File: src/shared/tm2_pkg.sv
package tm2_pkg;

  // ****************************************
  // bus geometry
  // ****************************************
  localparam int AXI_AW = 12;
  localparam int AXI_DW = 32;
  localparam int REG_W  = 8;
  localparam int CNT_W  = 16;
  localparam int IDX_W  = 8;

  // ****************************************
  // register indexes, byte address is four times the index
  // ****************************************
  localparam logic [IDX_W-1:0] IDX_CTRL     = 8'hC8;
  localparam logic [IDX_W-1:0] IDX_RCAP_LO  = 8'hCA;
  localparam logic [IDX_W-1:0] IDX_RCAP_HI  = 8'hCB;
  localparam logic [IDX_W-1:0] IDX_CNT_LO   = 8'hCC;
  localparam logic [IDX_W-1:0] IDX_CNT_HI   = 8'hCD;
  localparam logic [IDX_W-1:0] IDX_IRQ_STS  = 8'hD0;
  localparam logic [IDX_W-1:0] IDX_IRQ_MASK = 8'hD1;
  localparam logic [IDX_W-1:0] IDX_OUT_CFG  = 8'hD2;

  // ****************************************
  // timer2_control fields
  // ****************************************
  localparam int B_OVF  = 7;
  localparam int B_TRIG = 6;
  localparam int B_RCLK = 5;
  localparam int B_UART_TX_CLOCK_SELECT = 4;
  localparam int B_EXEN = 3;
  localparam int B_RUN  = 2;
  localparam int B_CT   = 1;
  localparam int B_CP   = 0;
  localparam logic [REG_W-1:0] MASK_OVF  = 8'h80;
  localparam logic [REG_W-1:0] MASK_TRIG = 8'h40;

  // ****************************************
  // interrupt and output configuration fields
  // ****************************************
  localparam int IRQ_W  = 2;
  localparam logic [IRQ_W-1:0] IRQ_OVF_M  = 2'h1;
  localparam logic [IRQ_W-1:0] IRQ_TRIG_M = 2'h2;
  localparam int B_OUT_EN = 0;

  // ****************************************
  // reset values and timing
  // ****************************************
  localparam logic [REG_W-1:0] CTRL_RST = 8'h00;
  localparam logic [CNT_W-1:0] CNT_RST  = 16'h0000;
  localparam logic [CNT_W-1:0] RCAP_RST = 16'h0000;
  localparam logic [CNT_W-1:0] CNT_MAX  = 16'hFFFF;
  localparam logic [CNT_W-1:0] CNT_ONE  = 16'h0001;
  localparam int TIMER_DIV = 2;
  localparam logic PRE_LAST = 1'(TIMER_DIV - 1);
  localparam logic [1:0] RESP_OKAY   = 2'h0;
  localparam logic [1:0] RESP_SLVERR = 2'h2;

endpackage

File: src/design/tm2_edge_sync.sv
`timescale 1ns/1ps
module tm2_edge_sync (
  input  wire logic ref_clk,
  input  wire logic resetn,
  input  wire logic clkEn,
  input  wire logic pinIn,
  output wire logic fallPulse
);

  logic syncA_reg;
  logic syncB_reg;
  logic prev_reg;

  // ****************************************
  // two-stage synchroniser, then one sample of history
  // ****************************************
  always_ff @(posedge ref_clk or negedge resetn) begin
    if (!resetn) begin
      syncA_reg <= 1'h1;
      syncB_reg <= 1'h1;
      prev_reg  <= 1'h1;
    end else if (clkEn) begin
      syncA_reg <= pinIn;
      syncB_reg <= syncA_reg;
      prev_reg  <= syncB_reg;
    end
  end

  // one pulse per high-to-low step of the synchronised level
  assign fallPulse = clkEn && prev_reg && !syncB_reg;

endmodule

File: src/design/tm2_timer.sv
`timescale 1ns/1ps
// Operation
// - overflow sets sticky overflow flag unless UART clocking
// - trigger edge causing capture/reload sets trigger flag
// - clock-select bits route this or other overflow to UART
// - trigger edges act only when enabled, no UART
// - run bit gates counting, clear holds count except trigger-edge reload
// - timer mode increments every two clocks
// - counter mode increments per count-pin falling edge
// - reload mode reloads on overflow and trigger edge
// - capture mode copies count on trigger edge
// - UART clocking forces reload on overflow
// - count bytes readable, writable, reset zero
// - reload/capture bytes readable, writable, reset zero
// - divided output toggles per overflow, gated enable
module tm2_timer (
  input  wire logic                          ref_clk,
  input  wire logic                          resetn,
  input  wire logic                          clkEn,
  input  wire logic                          countPin,
  input  wire logic                          triggerPin,
  input  wire logic                          t1Overflow,
  input  wire logic [tm2_pkg::AXI_AW-1:0]    s_axi_awaddr,
  input  wire logic [2:0]                    s_axi_awprot,
  input  wire logic                          s_axi_awvalid,
  output logic                               s_axi_awready,
  input  wire logic [tm2_pkg::AXI_DW-1:0]    s_axi_wdata,
  input  wire logic [tm2_pkg::AXI_DW/8-1:0]  s_axi_wstrb,
  input  wire logic                          s_axi_wvalid,
  output logic                               s_axi_wready,
  output logic [1:0]                         s_axi_bresp,
  output logic                               s_axi_bvalid,
  input  wire logic                          s_axi_bready,
  input  wire logic [tm2_pkg::AXI_AW-1:0]    s_axi_araddr,
  input  wire logic [2:0]                    s_axi_arprot,
  input  wire logic                          s_axi_arvalid,
  output logic                               s_axi_arready,
  output logic [tm2_pkg::AXI_DW-1:0]         s_axi_rdata,
  output logic [1:0]                         s_axi_rresp,
  output logic                               s_axi_rvalid,
  input  wire logic                          s_axi_rready,
  output logic                               irq,
  output logic                               uartRxClk,
  output logic                               uartTxClk,
  output logic                               dividedOut,
  output logic                               dividedOutEn
);
  import tm2_pkg::*;

  function automatic logic hitIdx(input logic [AXI_AW-1:0] addr,
                                  input logic [IDX_W-1:0]  idx);
    hitIdx = (addr[AXI_AW-1:2] == {2'h0, idx});
  endfunction

  // ****************************************
  // state
  // ****************************************
  logic [REG_W-1:0] ctrl_reg;
  logic [CNT_W-1:0] cnt_reg;
  logic [CNT_W-1:0] rcap_reg;
  logic             pre_reg;
  logic [IRQ_W-1:0] irqSts_reg;
  logic [IRQ_W-1:0] irqMask_reg;
  logic             outEn_reg;
  logic             divOut_reg;
  logic             irq_reg;
  logic             rxClk_reg;
  logic             txClk_reg;
  logic             awRdy_reg;
  logic             wRdy_reg;
  logic             bValid_reg;
  logic [1:0]       bResp_reg;
  logic [AXI_AW-1:0] wAddr_reg;
  logic [REG_W-1:0] wData_reg;
  logic             wStrb0_reg;
  logic             arRdy_reg;
  logic             rValid_reg;
  logic [1:0]       rResp_reg;
  logic [AXI_DW-1:0] rData_reg;

  // ****************************************
  // pin edge detection
  // ****************************************
  logic cntFall;
  logic trigFall;

  tm2_edge_sync u_count_sync (
    .ref_clk   (ref_clk),
    .resetn    (resetn),
    .clkEn     (clkEn),
    .pinIn     (countPin),
    .fallPulse (cntFall)
  );

  tm2_edge_sync u_trig_sync (
    .ref_clk   (ref_clk),
    .resetn    (resetn),
    .clkEn     (clkEn),
    .pinIn     (triggerPin),
    .fallPulse (trigFall)
  );

  // ****************************************
  // counting decode
  // ****************************************
  wire run      = ctrl_reg[B_RUN];
  wire uartMode = ctrl_reg[B_RCLK] | ctrl_reg[B_UART_TX_CLOCK_SELECT];
  wire capMode  = ctrl_reg[B_CP] && !uartMode;
  wire tick     = ctrl_reg[B_CT] ? cntFall : (pre_reg == PRE_LAST);
  wire incr     = clkEn && run && tick;
  wire ovfEvt   = incr && (cnt_reg == CNT_MAX);
  wire ovfSet   = ovfEvt && !uartMode;
  wire trigAct  = trigFall && ctrl_reg[B_EXEN] && !uartMode;
  wire reloadNow = (ovfEvt && !capMode) || (trigAct && !capMode);
  wire capNow   = trigAct && capMode;

  // ****************************************
  // register write decode
  // ****************************************
  wire doWr    = clkEn && !awRdy_reg && !wRdy_reg && !bValid_reg;
  wire wrEn    = doWr && wStrb0_reg;
  wire wrCtrl  = wrEn && hitIdx(wAddr_reg, IDX_CTRL);
  wire wrRcL   = wrEn && hitIdx(wAddr_reg, IDX_RCAP_LO);
  wire wrRcH   = wrEn && hitIdx(wAddr_reg, IDX_RCAP_HI);
  wire wrCntL  = wrEn && hitIdx(wAddr_reg, IDX_CNT_LO);
  wire wrCntH  = wrEn && hitIdx(wAddr_reg, IDX_CNT_HI);
  wire wrSts   = wrEn && hitIdx(wAddr_reg, IDX_IRQ_STS);
  wire wrMask  = wrEn && hitIdx(wAddr_reg, IDX_IRQ_MASK);
  wire wrOut   = wrEn && hitIdx(wAddr_reg, IDX_OUT_CFG);
  wire cntWr   = wrCntL || wrCntH;
  wire wrHit   = hitIdx(wAddr_reg, IDX_CTRL) || hitIdx(wAddr_reg, IDX_RCAP_LO)
              || hitIdx(wAddr_reg, IDX_RCAP_HI) || hitIdx(wAddr_reg, IDX_CNT_LO)
              || hitIdx(wAddr_reg, IDX_CNT_HI) || hitIdx(wAddr_reg, IDX_IRQ_STS)
              || hitIdx(wAddr_reg, IDX_IRQ_MASK) || hitIdx(wAddr_reg, IDX_OUT_CFG);

  // ****************************************
  // next values
  // ****************************************
  wire [REG_W-1:0] ctrlSet  = (ovfSet ? MASK_OVF : '0) | (trigAct ? MASK_TRIG : '0);
  wire [REG_W-1:0] ctrl_next = (wrCtrl ? wData_reg : ctrl_reg) | ctrlSet;
  // software byte write wins; capture mode wraps through the plain increment
  wire [CNT_W-1:0] cnt_next = wrCntL    ? {cnt_reg[CNT_W-1:REG_W], wData_reg} :
                              wrCntH    ? {wData_reg, cnt_reg[REG_W-1:0]} :
                              reloadNow ? rcap_reg :
                              incr      ? cnt_reg + CNT_ONE : cnt_reg;
  wire [CNT_W-1:0] rcap_next = wrRcL  ? {rcap_reg[CNT_W-1:REG_W], wData_reg} :
                               wrRcH  ? {wData_reg, rcap_reg[REG_W-1:0]} :
                               capNow ? cnt_reg : rcap_reg;
  wire [IRQ_W-1:0] irqSet    = (ovfSet ? IRQ_OVF_M : '0) | (trigAct ? IRQ_TRIG_M : '0);
  wire [IRQ_W-1:0] irqClr    = wrSts ? wData_reg[IRQ_W-1:0] : '0;
  wire [IRQ_W-1:0] irqSts_next  = (irqSts_reg & ~irqClr) | irqSet;
  wire [IRQ_W-1:0] irqMask_next = wrMask ? wData_reg[IRQ_W-1:0] : irqMask_reg;
  wire             irq_next     = |(irqSts_next & irqMask_next);
  wire             rx_next = ctrl_reg[B_RCLK] ? ovfEvt : t1Overflow;
  wire             tx_next = ctrl_reg[B_UART_TX_CLOCK_SELECT] ? ovfEvt : t1Overflow;

  // ****************************************
  // read mux
  // ****************************************
  wire rdCtrl = hitIdx(s_axi_araddr, IDX_CTRL);
  wire rdRcL  = hitIdx(s_axi_araddr, IDX_RCAP_LO);
  wire rdRcH  = hitIdx(s_axi_araddr, IDX_RCAP_HI);
  wire rdCntL = hitIdx(s_axi_araddr, IDX_CNT_LO);
  wire rdCntH = hitIdx(s_axi_araddr, IDX_CNT_HI);
  wire rdSts  = hitIdx(s_axi_araddr, IDX_IRQ_STS);
  wire rdMask = hitIdx(s_axi_araddr, IDX_IRQ_MASK);
  wire rdOut  = hitIdx(s_axi_araddr, IDX_OUT_CFG);
  wire rdHit  = rdCtrl || rdRcL || rdRcH || rdCntL || rdCntH || rdSts || rdMask || rdOut;
  wire [REG_W-1:0] rdByte = rdCtrl ? ctrl_reg :
                            rdRcL  ? rcap_reg[REG_W-1:0] :
                            rdRcH  ? rcap_reg[CNT_W-1:REG_W] :
                            rdCntL ? cnt_reg[REG_W-1:0] :
                            rdCntH ? cnt_reg[CNT_W-1:REG_W] :
                            rdSts  ? {{(REG_W-IRQ_W){1'h0}}, irqSts_reg} :
                            rdMask ? {{(REG_W-IRQ_W){1'h0}}, irqMask_reg} :
                            rdOut  ? {{(REG_W-1){1'h0}}, outEn_reg} : '0;
  wire arTake = clkEn && s_axi_arvalid && arRdy_reg;
  wire rDone  = clkEn && s_axi_rready && rValid_reg;

  // ****************************************
  // timer core registers
  // ****************************************
  always_ff @(posedge ref_clk or negedge resetn) begin
    if (!resetn) begin
      ctrl_reg <= CTRL_RST;
      cnt_reg  <= CNT_RST;
      rcap_reg <= RCAP_RST;
      pre_reg  <= 1'h0;
    end else if (clkEn) begin
      ctrl_reg <= ctrl_next;
      cnt_reg  <= cnt_next;
      rcap_reg <= rcap_next;
      pre_reg  <= (run && !ctrl_reg[B_CT]) ? ~pre_reg : pre_reg;
    end
  end

  always_ff @(posedge ref_clk or negedge resetn) begin
    if (!resetn) begin
      irqSts_reg  <= '0;
      irqMask_reg <= '0;
      irq_reg     <= 1'h0;
      outEn_reg   <= 1'h0;
    end else if (clkEn) begin
      irqSts_reg  <= irqSts_next;
      irqMask_reg <= irqMask_next;
      irq_reg     <= irq_next;
      outEn_reg   <= wrOut ? wData_reg[B_OUT_EN] : outEn_reg;
    end
  end

  always_ff @(posedge ref_clk or negedge resetn) begin
    if (!resetn) begin
      divOut_reg <= 1'h0;
      rxClk_reg  <= 1'h0;
      txClk_reg  <= 1'h0;
    end else if (clkEn) begin
      divOut_reg <= divOut_reg ^ ovfEvt;
      rxClk_reg  <= rx_next;
      txClk_reg  <= tx_next;
    end
  end

  // ****************************************
  // bus slave: write channel
  // ****************************************
  always_ff @(posedge ref_clk or negedge resetn) begin
    if (!resetn) begin
      awRdy_reg <= 1'h1;
      wRdy_reg  <= 1'h1;
      wAddr_reg <= '0;
    end else if (clkEn) begin
      if (s_axi_awvalid && awRdy_reg) begin
        awRdy_reg <= 1'h0;
        wAddr_reg <= s_axi_awaddr;
      end else if (s_axi_bready && bValid_reg) begin
        awRdy_reg <= 1'h1;
      end
      if (s_axi_wvalid && wRdy_reg) begin
        wRdy_reg <= 1'h0;
      end else if (s_axi_bready && bValid_reg) begin
        wRdy_reg <= 1'h1;
      end
    end
  end

  always_ff @(posedge ref_clk or negedge resetn) begin
    if (!resetn) begin
      wData_reg  <= '0;
      wStrb0_reg <= 1'h0;
      bValid_reg <= 1'h0;
      bResp_reg  <= RESP_OKAY;
    end else if (clkEn) begin
      if (s_axi_wvalid && wRdy_reg) begin
        wData_reg  <= s_axi_wdata[REG_W-1:0];
        wStrb0_reg <= s_axi_wstrb[0];
      end
      if (doWr) begin
        bValid_reg <= 1'h1;
        bResp_reg  <= wrHit ? RESP_OKAY : RESP_SLVERR;
      end else if (s_axi_bready) begin
        bValid_reg <= 1'h0;
      end
    end
  end

  // ****************************************
  // bus slave: read channel
  // ****************************************
  always_ff @(posedge ref_clk or negedge resetn) begin
    if (!resetn) begin
      arRdy_reg  <= 1'h1;
      rValid_reg <= 1'h0;
      rResp_reg  <= RESP_OKAY;
      rData_reg  <= '0;
    end else if (arTake) begin
      arRdy_reg  <= 1'h0;
      rValid_reg <= 1'h1;
      rResp_reg  <= rdHit ? RESP_OKAY : RESP_SLVERR;
      rData_reg  <= {{(AXI_DW-REG_W){1'h0}}, rdByte};
    end else if (rDone) begin
      arRdy_reg  <= 1'h1;
      rValid_reg <= 1'h0;
    end
  end

  assign s_axi_awready = awRdy_reg;
  assign s_axi_wready  = wRdy_reg;
  assign s_axi_bvalid  = bValid_reg;
  assign s_axi_bresp   = bResp_reg;
  assign s_axi_arready = arRdy_reg;
  assign s_axi_rvalid  = rValid_reg;
  assign s_axi_rresp   = rResp_reg;
  assign s_axi_rdata   = rData_reg;
  assign irq           = irq_reg;
  assign uartRxClk     = rxClk_reg;
  assign uartTxClk     = txClk_reg;
  assign dividedOut    = divOut_reg;
  assign dividedOutEn  = outEn_reg;

  wire quietTmr = clkEn && run && !ctrl_reg[B_CT] && !cntWr && !trigAct
                  && (cnt_reg != CNT_MAX) && !wrCtrl;
endmodule

File: config.mk
export PLATFORM = sky130hd
export DESIGN_NAME = tm2_timer
export DESIGN_NICKNAME = d
export VERILOG_FILES = /design/src/shared/tm2_pkg.sv /design/src/design/tm2_edge_sync.sv /design/src/design/tm2_timer.sv
export SDC_FILE = /design/constraint.sdc
export NUM_CORES = 1
export LEC_CHECK = 0
export BUFFER_PORTS_ARGS = -buffer_cell sky130_fd_sc_hd__clkbuf_2
export CORE_ASPECT_RATIO = 1.75
export CORE_MARGIN = 2
export CORE_UTILIZATION = 40
export DETAILED_ROUTE_END_ITERATION = 8
export HOLD_SLACK_MARGIN = 0.06
export PLACE_DENSITY_LB_ADDON = 0.05
export SYNTH_ARGS = -nofsm -noshare
export SYNTH_HDL_FRONTEND = slang
export SYNTH_SLANG_ARGS = --single-unit
File: constraint.sdc
create_clock -name ref_clk -period 6 [get_ports ref_clk]
set_input_delay 0.6 -clock ref_clk [delete_from_list [all_inputs] [get_ports ref_clk]]
set_output_delay 0.6 -clock ref_clk [all_outputs]
set_load 0.02 [all_outputs]
=== Yosys cells after proc, flatten, opt, wreduce, memory -nomap -nowiden ===
Cells that the tools add are included.

* Add/subtract/negate cells: 1
* Equality and inequality tests: 19
* Multiplexer cells: 36
* Bitwise logic cells: 12
* Reduce and logical (&&, ||, !) cells: 78

{| class="wikitable"
|+ Operators by type and width
! operator !! number
|-
| equality test 10 x 8 -> 1 bit, second input constant || 16
|-
| 2-to-1 mux 16 bit || 5
|-
| 2-to-1 mux 8 bit || 9
|-
| logical AND 1 bit || 34
|-
| adder 16 x 1 -> 16 bit, second input constant || 1
|-
| equality test 16 bit, second input constant || 1
|-
| AND reduction 2 bit || 8
|-
| logical OR 1 bit || 15
|-
| 2-to-1 mux 1 bit || 14
|-
| 2-to-1 mux 2 bit || 7
|-
| AND reduction 3 bit || 4
|-
| nonzero test 2 bit || 6
|-
| zero test 1 bit || 8
|-
| OR 8 x 7 -> 8 bit || 1
|-
| OR 8 bit || 1
|-
| 2-to-1 mux 7 bit || 1
|-
| nonzero test 3 bit || 2
|-
| AND 2 bit || 2
|-
| != test 2 bit, second input constant || 2
|-
| NOT 1 bit || 3
|-
| NOT 2 bit || 1
|-
| OR 1 x 2 -> 2 bit || 1
|-
| OR 2 bit || 1
|-
| OR reduction 2 bit || 1
|-
| other kinds (2) || 2
|}

* Register bits: 94
* Bits of input ports: 77
* Output and inout bits: 46

=== Depth between registers and ports, before layout ===
* Depth in word-level cells: 12
* Gate-level depth with buffers: 9

=== By module ===
A second synthesis with hierarchy kept.

* Cell total of the unflattened synthesis: 524
* Area total of the unflattened synthesis: 5082.4 um^2

{| class="wikitable"
|+ By module, submodules not included
! module !! instances !! cells each !! area an instance (um^2) !! sequential area each (um^2)
|-
| tm2_timer || 1 || 510 || 4837.1 || 2105.8
|-
| tm2_edge_sync || 2 || 7 || 122.6 || 78.8
|}

=== Worst setup path after synthesis ===
Ideal clock, no wire load.

* Kind: input port to flip-flop
* From: in clkEn
* To: reg rcap_reg[10]
* Arrival time: 2433 ps
* Required time: 5875 ps
* Setup slack: 3442 ps
* Stages on the path: 8
* Buffers on the path: 3
* Cell sequence: buf_4 -> nor4b_4 -> nand4bb_1 -> buf_2 -> nor4_4 -> clkbuf_1 -> mux2_2 -> mux2_4

* Cells in the longest elaborated chain, start to end: 7
* Elaborated cells on any way between the ends: 15
* Those cells by class: mux (1); bitwise (1); reduce/logical (13)

{| class="wikitable"
|+ RTL lines
! what !! line !! text
|-
| start, declared || tm2_timer.sv:19 || <nowiki>input wire logic clkEn,</nowiki>
|-
| logical AND 1 bit, on equally long branches (2 in a row) || tm2_edge_sync.sv:30, tm2_timer.sv:120 ||
|-
| logical AND 1 bit, on equally long branches || tm2_timer.sv:113, tm2_timer.sv:120 ||
|-
| logical AND 1 bit, on equally long branches || tm2_timer.sv:113, tm2_timer.sv:121 ||
|-
| logical AND 1 bit, on equally long branches || tm2_timer.sv:115, tm2_timer.sv:123, tm2_timer.sv:124 ||
|-
| nonzero test 2 bit (no source line) / NOT 1 bit (equally long branches) || -- ||
|-
| AND reduction 3 bit (no source line) || -- ||
|-
| end signal, assigned || tm2_timer.sv:192 || <nowiki>rcap_reg <= rcap_next;</nowiki>
|-
| end, declared || tm2_timer.sv:60 || <nowiki>logic [CNT_W-1:0] rcap_reg;</nowiki>
|}

Parallel ways exist; a longest one is shown, timed or not. The select of a mux whose other input is x is not followed.
A chain may end at the register's enable or synchronous reset.

=== Worst setup path in the final report ===
Ends and elaborated chain as after synthesis.

==> flow_summary_export.csv <==
group,metric,value,unit
cts,cts_buffer_depth,2,
sta,fin_crit_sh,61.2,%
synth,synthTopCellsByCount,"dfrtp_1, nand2_1, mux2_2",
die,die_h,153,um
setup_path,end_kind,"flop",
setup_path,crit_chain,"clkbuf_2, nor4b_4, nand4bb_1, nor4_4, a21oi_1, or3b_1, mux2_4",
synth,synth_cell_types,55,
die,die_x,89.2,um
cts,htreeDepth,3,
grt,busiest_layer,"met2",
synth,synth-seq-area-share,44.5,%
synth,synthFlopType,"dfrtp_1",
final_layout,fin_nets,625,
placed_design,hpwlAfterDp,10500,um
worst_hold_path,min-delay-path-class,"in -> async",
grt,grt_use_total,20.9,%
synth,postSynthAreaPerCell,10.2,um^2
synth,synth-simple-area-share,14.5,%
final_layout,fin_cells,720,
synth,yosys.area_share.adder,0.246,%
sta,setup_viol,0,
synth,synth_edf_count,0,
final_layout,seq_area,2260,um^2
setup_path,arrival,3910,ps
final_layout,fillerInstances,1209,
setup_path,critical_path.max_stage_delay,920,ps
pwr,total_leakage_power,2.63,nW
grt,met3_usage,3.02,%
synth,yosysWarnings,0,
synth,synth.mux.area_fraction,17.4,%
cts,clkLatencyLatePin,350,ps
drt,drt-wirelength-per-cell,19.5,um
grt,grt_pass1_wl,21500,um
synth,synth_top_cells_by_area,"dfrtp_1, mux2_2, mux2i_1",
placed_design,place_inst,704,
final_layout,drive_gt1_share,25.4,%
drt,drtPass1Iterations,4,
cts,cts.clk_slew.worst_paths,70,ps
sta,setup_ws,2330,ps
drt,drc_errors,0,
drt,routed_wl,14000,um
sta,fin_setup_tns,0,ps
drt,vias,3942,
synth,synth_area_leader_cell,"dfrtp_1",
synth,netlist_area,5080,um^2
grt,grt_pass1_vias,3935,
sta,rsz0062_at_grt,"false",
flow_run,max_cap_viol_count,0,
setup_path,critPathKind,"in -> reg",
grt,globalRoute.totalOverflow,0,
final_layout,multi_input_area,2570,um^2
pwr,p_per_area,311,nW/um^2
grt,antenna_found_initial,0,
sta,drv_slew,0,
setup_path,crit_fanout,27,
run_status,status,"finished clean",
die,rows,54,
pwr,max-vdd-ir-drop,0.182,mV
synth,synth_most_common_cell,"dfrtp_1",
final_layout,antenna_cells,0,
cts,clock_tree.root_cell,"clkbuf_16",
synth,synth_top_family_by_area,"multiplexers",
cts,post_cts_buffers,0,
sta,finalClockSkew,9.02,ps
cts,post_cts_resized,0,
sta,max_freq,0.272,GHz
synth,synth_cells,500,
cts,cts_tree,"yes",
sta,relSlewSlack,34.2,%
synth,synthXorXnorAreaFrac,2.24,%
sta,hold_viol_final,0,
setup_path,timing.critical_path.slowest_stage_cell,"nor4_4",
grt,grt_max_degree,49,
synth,ys_seq_elements,90,
setup_path,worstPathRequired,6230,ps
setup_path,start_kind,"input port",
die,core_area,12400,um^2
synth,synth_compound_area_share,14.2,%
placed_design,pre_cts_ws,1990,ps
die,num_io_pins,123,
drt,first_iter_violations,276,
die,start_util,40.9,%
grt,gr-usage-met1,24.1,%
sta,min_period,3670,ps
drt,avgViaCountPerCell,5.48,
synth,ys_async_sr_fraction,100,%
cts,clock_sinks,90,
placed_design,place_congestion,0.925,
die,dieArea,13700,um^2
sta,worst_pin_slew,985,ps
placed_design,port_buffers,59,
final_layout,final_util,45.9,%
cts,ctsHoldBuffers,0,
final_layout,syn_to_final_growth,12.4,%
cts,cts_made_buffers,9,
grt,met2_usage,37.1,%
synth,yosysTopAreaCellShare,39.9,%
drt,postRouteAntennaNets,0,
==> final timing paths <==
path | from | to | slack [ps] | cells after the start
hold / removal | resetn | s_axi_rdata[1]$_DFFE_PN0P_ | 220 | 1
hold reg to reg | pre_reg$_DFFE_PN0P_ | pre_reg$_DFFE_PN0P_ | 480 | 1
min in group ref_clk | s_axi_wvalid | s_axi_wready$_DFFE_PN1P_ | 420 | 2
setup / recovery | clkEn | rcap_reg[10]$_DFFE_PN0P_ | 2330 | 7
setup reg to reg | s_axi_bvalid$_DFFE_PN0P_ | rcap_reg[10]$_DFFE_PN0P_ | 2580 | 6
max in group asynchronous | resetn | ctrl_reg[7]$_DFFE_PN0P_ | 4730 | 2
==> cell usage in the layout (no fill, tap or decap), drive strengths merged, types with 4 or more instances in the layout <==
cell,synthesis,layout
a21oi,34,34
nor4,7,7
xnor2,7,7
nand2,47,47
nor3,7,7
mux2i,34,34
xor2,6,6
and3,9,9
clkbuf,17,68
a211o,4,4
conb,1,26
nand3,10,10
inv,12,14
nor2,26,26
nor2b,6,6
o221ai,8,8
mux2,46,46
nand2b,8,8
o22ai,14,14
dfrtp,81,81
a32o,4,4
o21ai,20,20
dfstp,9,9
a31oi,10,10
==> kinds of logic after synthesis <==
group | after synthesis
DFF | 90
and+or+nand+nor | 140
buffers and inverters | 62
xor gates and xnor gates | 13
muxes | 80
AOI/OAI and AO/OA | 113
adders and majority gates | 1
other | 1
==> worst max-delay path: cells and delay by family <==
kind	cells	cell delay, ps
AO/OA/AOI/OAI	1	60
buffers and inverters	1	420
multiplexers	1	390
AND/OR/NAND/NOR	4	2410
==> per-layer routing <==
layer	wire length, um	up-vias
met5	0	-
met4	492	0
met3	454	27
met2	7740	103
met1	5330	1948
li1	-	1864
==> metrics by stage <==
step | hold slack [ps] | total power, mW | instance area, um^2
final | 223 | 1.78 | 5710
after detailed placement | 463 | 1.19 | 5400
after CTS | 257 | 1.79 | 5710
after global routing | 281 | 1.85 | 5710
after global placement | 456 | 1.18 | 5400
after floorplan | 304 | 1.07 | 5170
==> power by group <==
part           internal [mW]  switching, mW
Clock                  0.338          0.260
Sequential             0.713          0.160
Combinational          0.146          0.159
==> area by class of cell <==
class / count / share of cell area (%)
Multi-Input combinational cell: 373 / 45.0
Inverter: 12 / 0.789
Timing Repair Buffer: 61 / 5.48
Clock buffer: 10 / 4.19
Tap cell: 168 / 3.68
Sequential cell: 90 / 39.6
Clock inverter: 6 / 1.25
No activity file was read; power rests on OpenSTA's default activity.
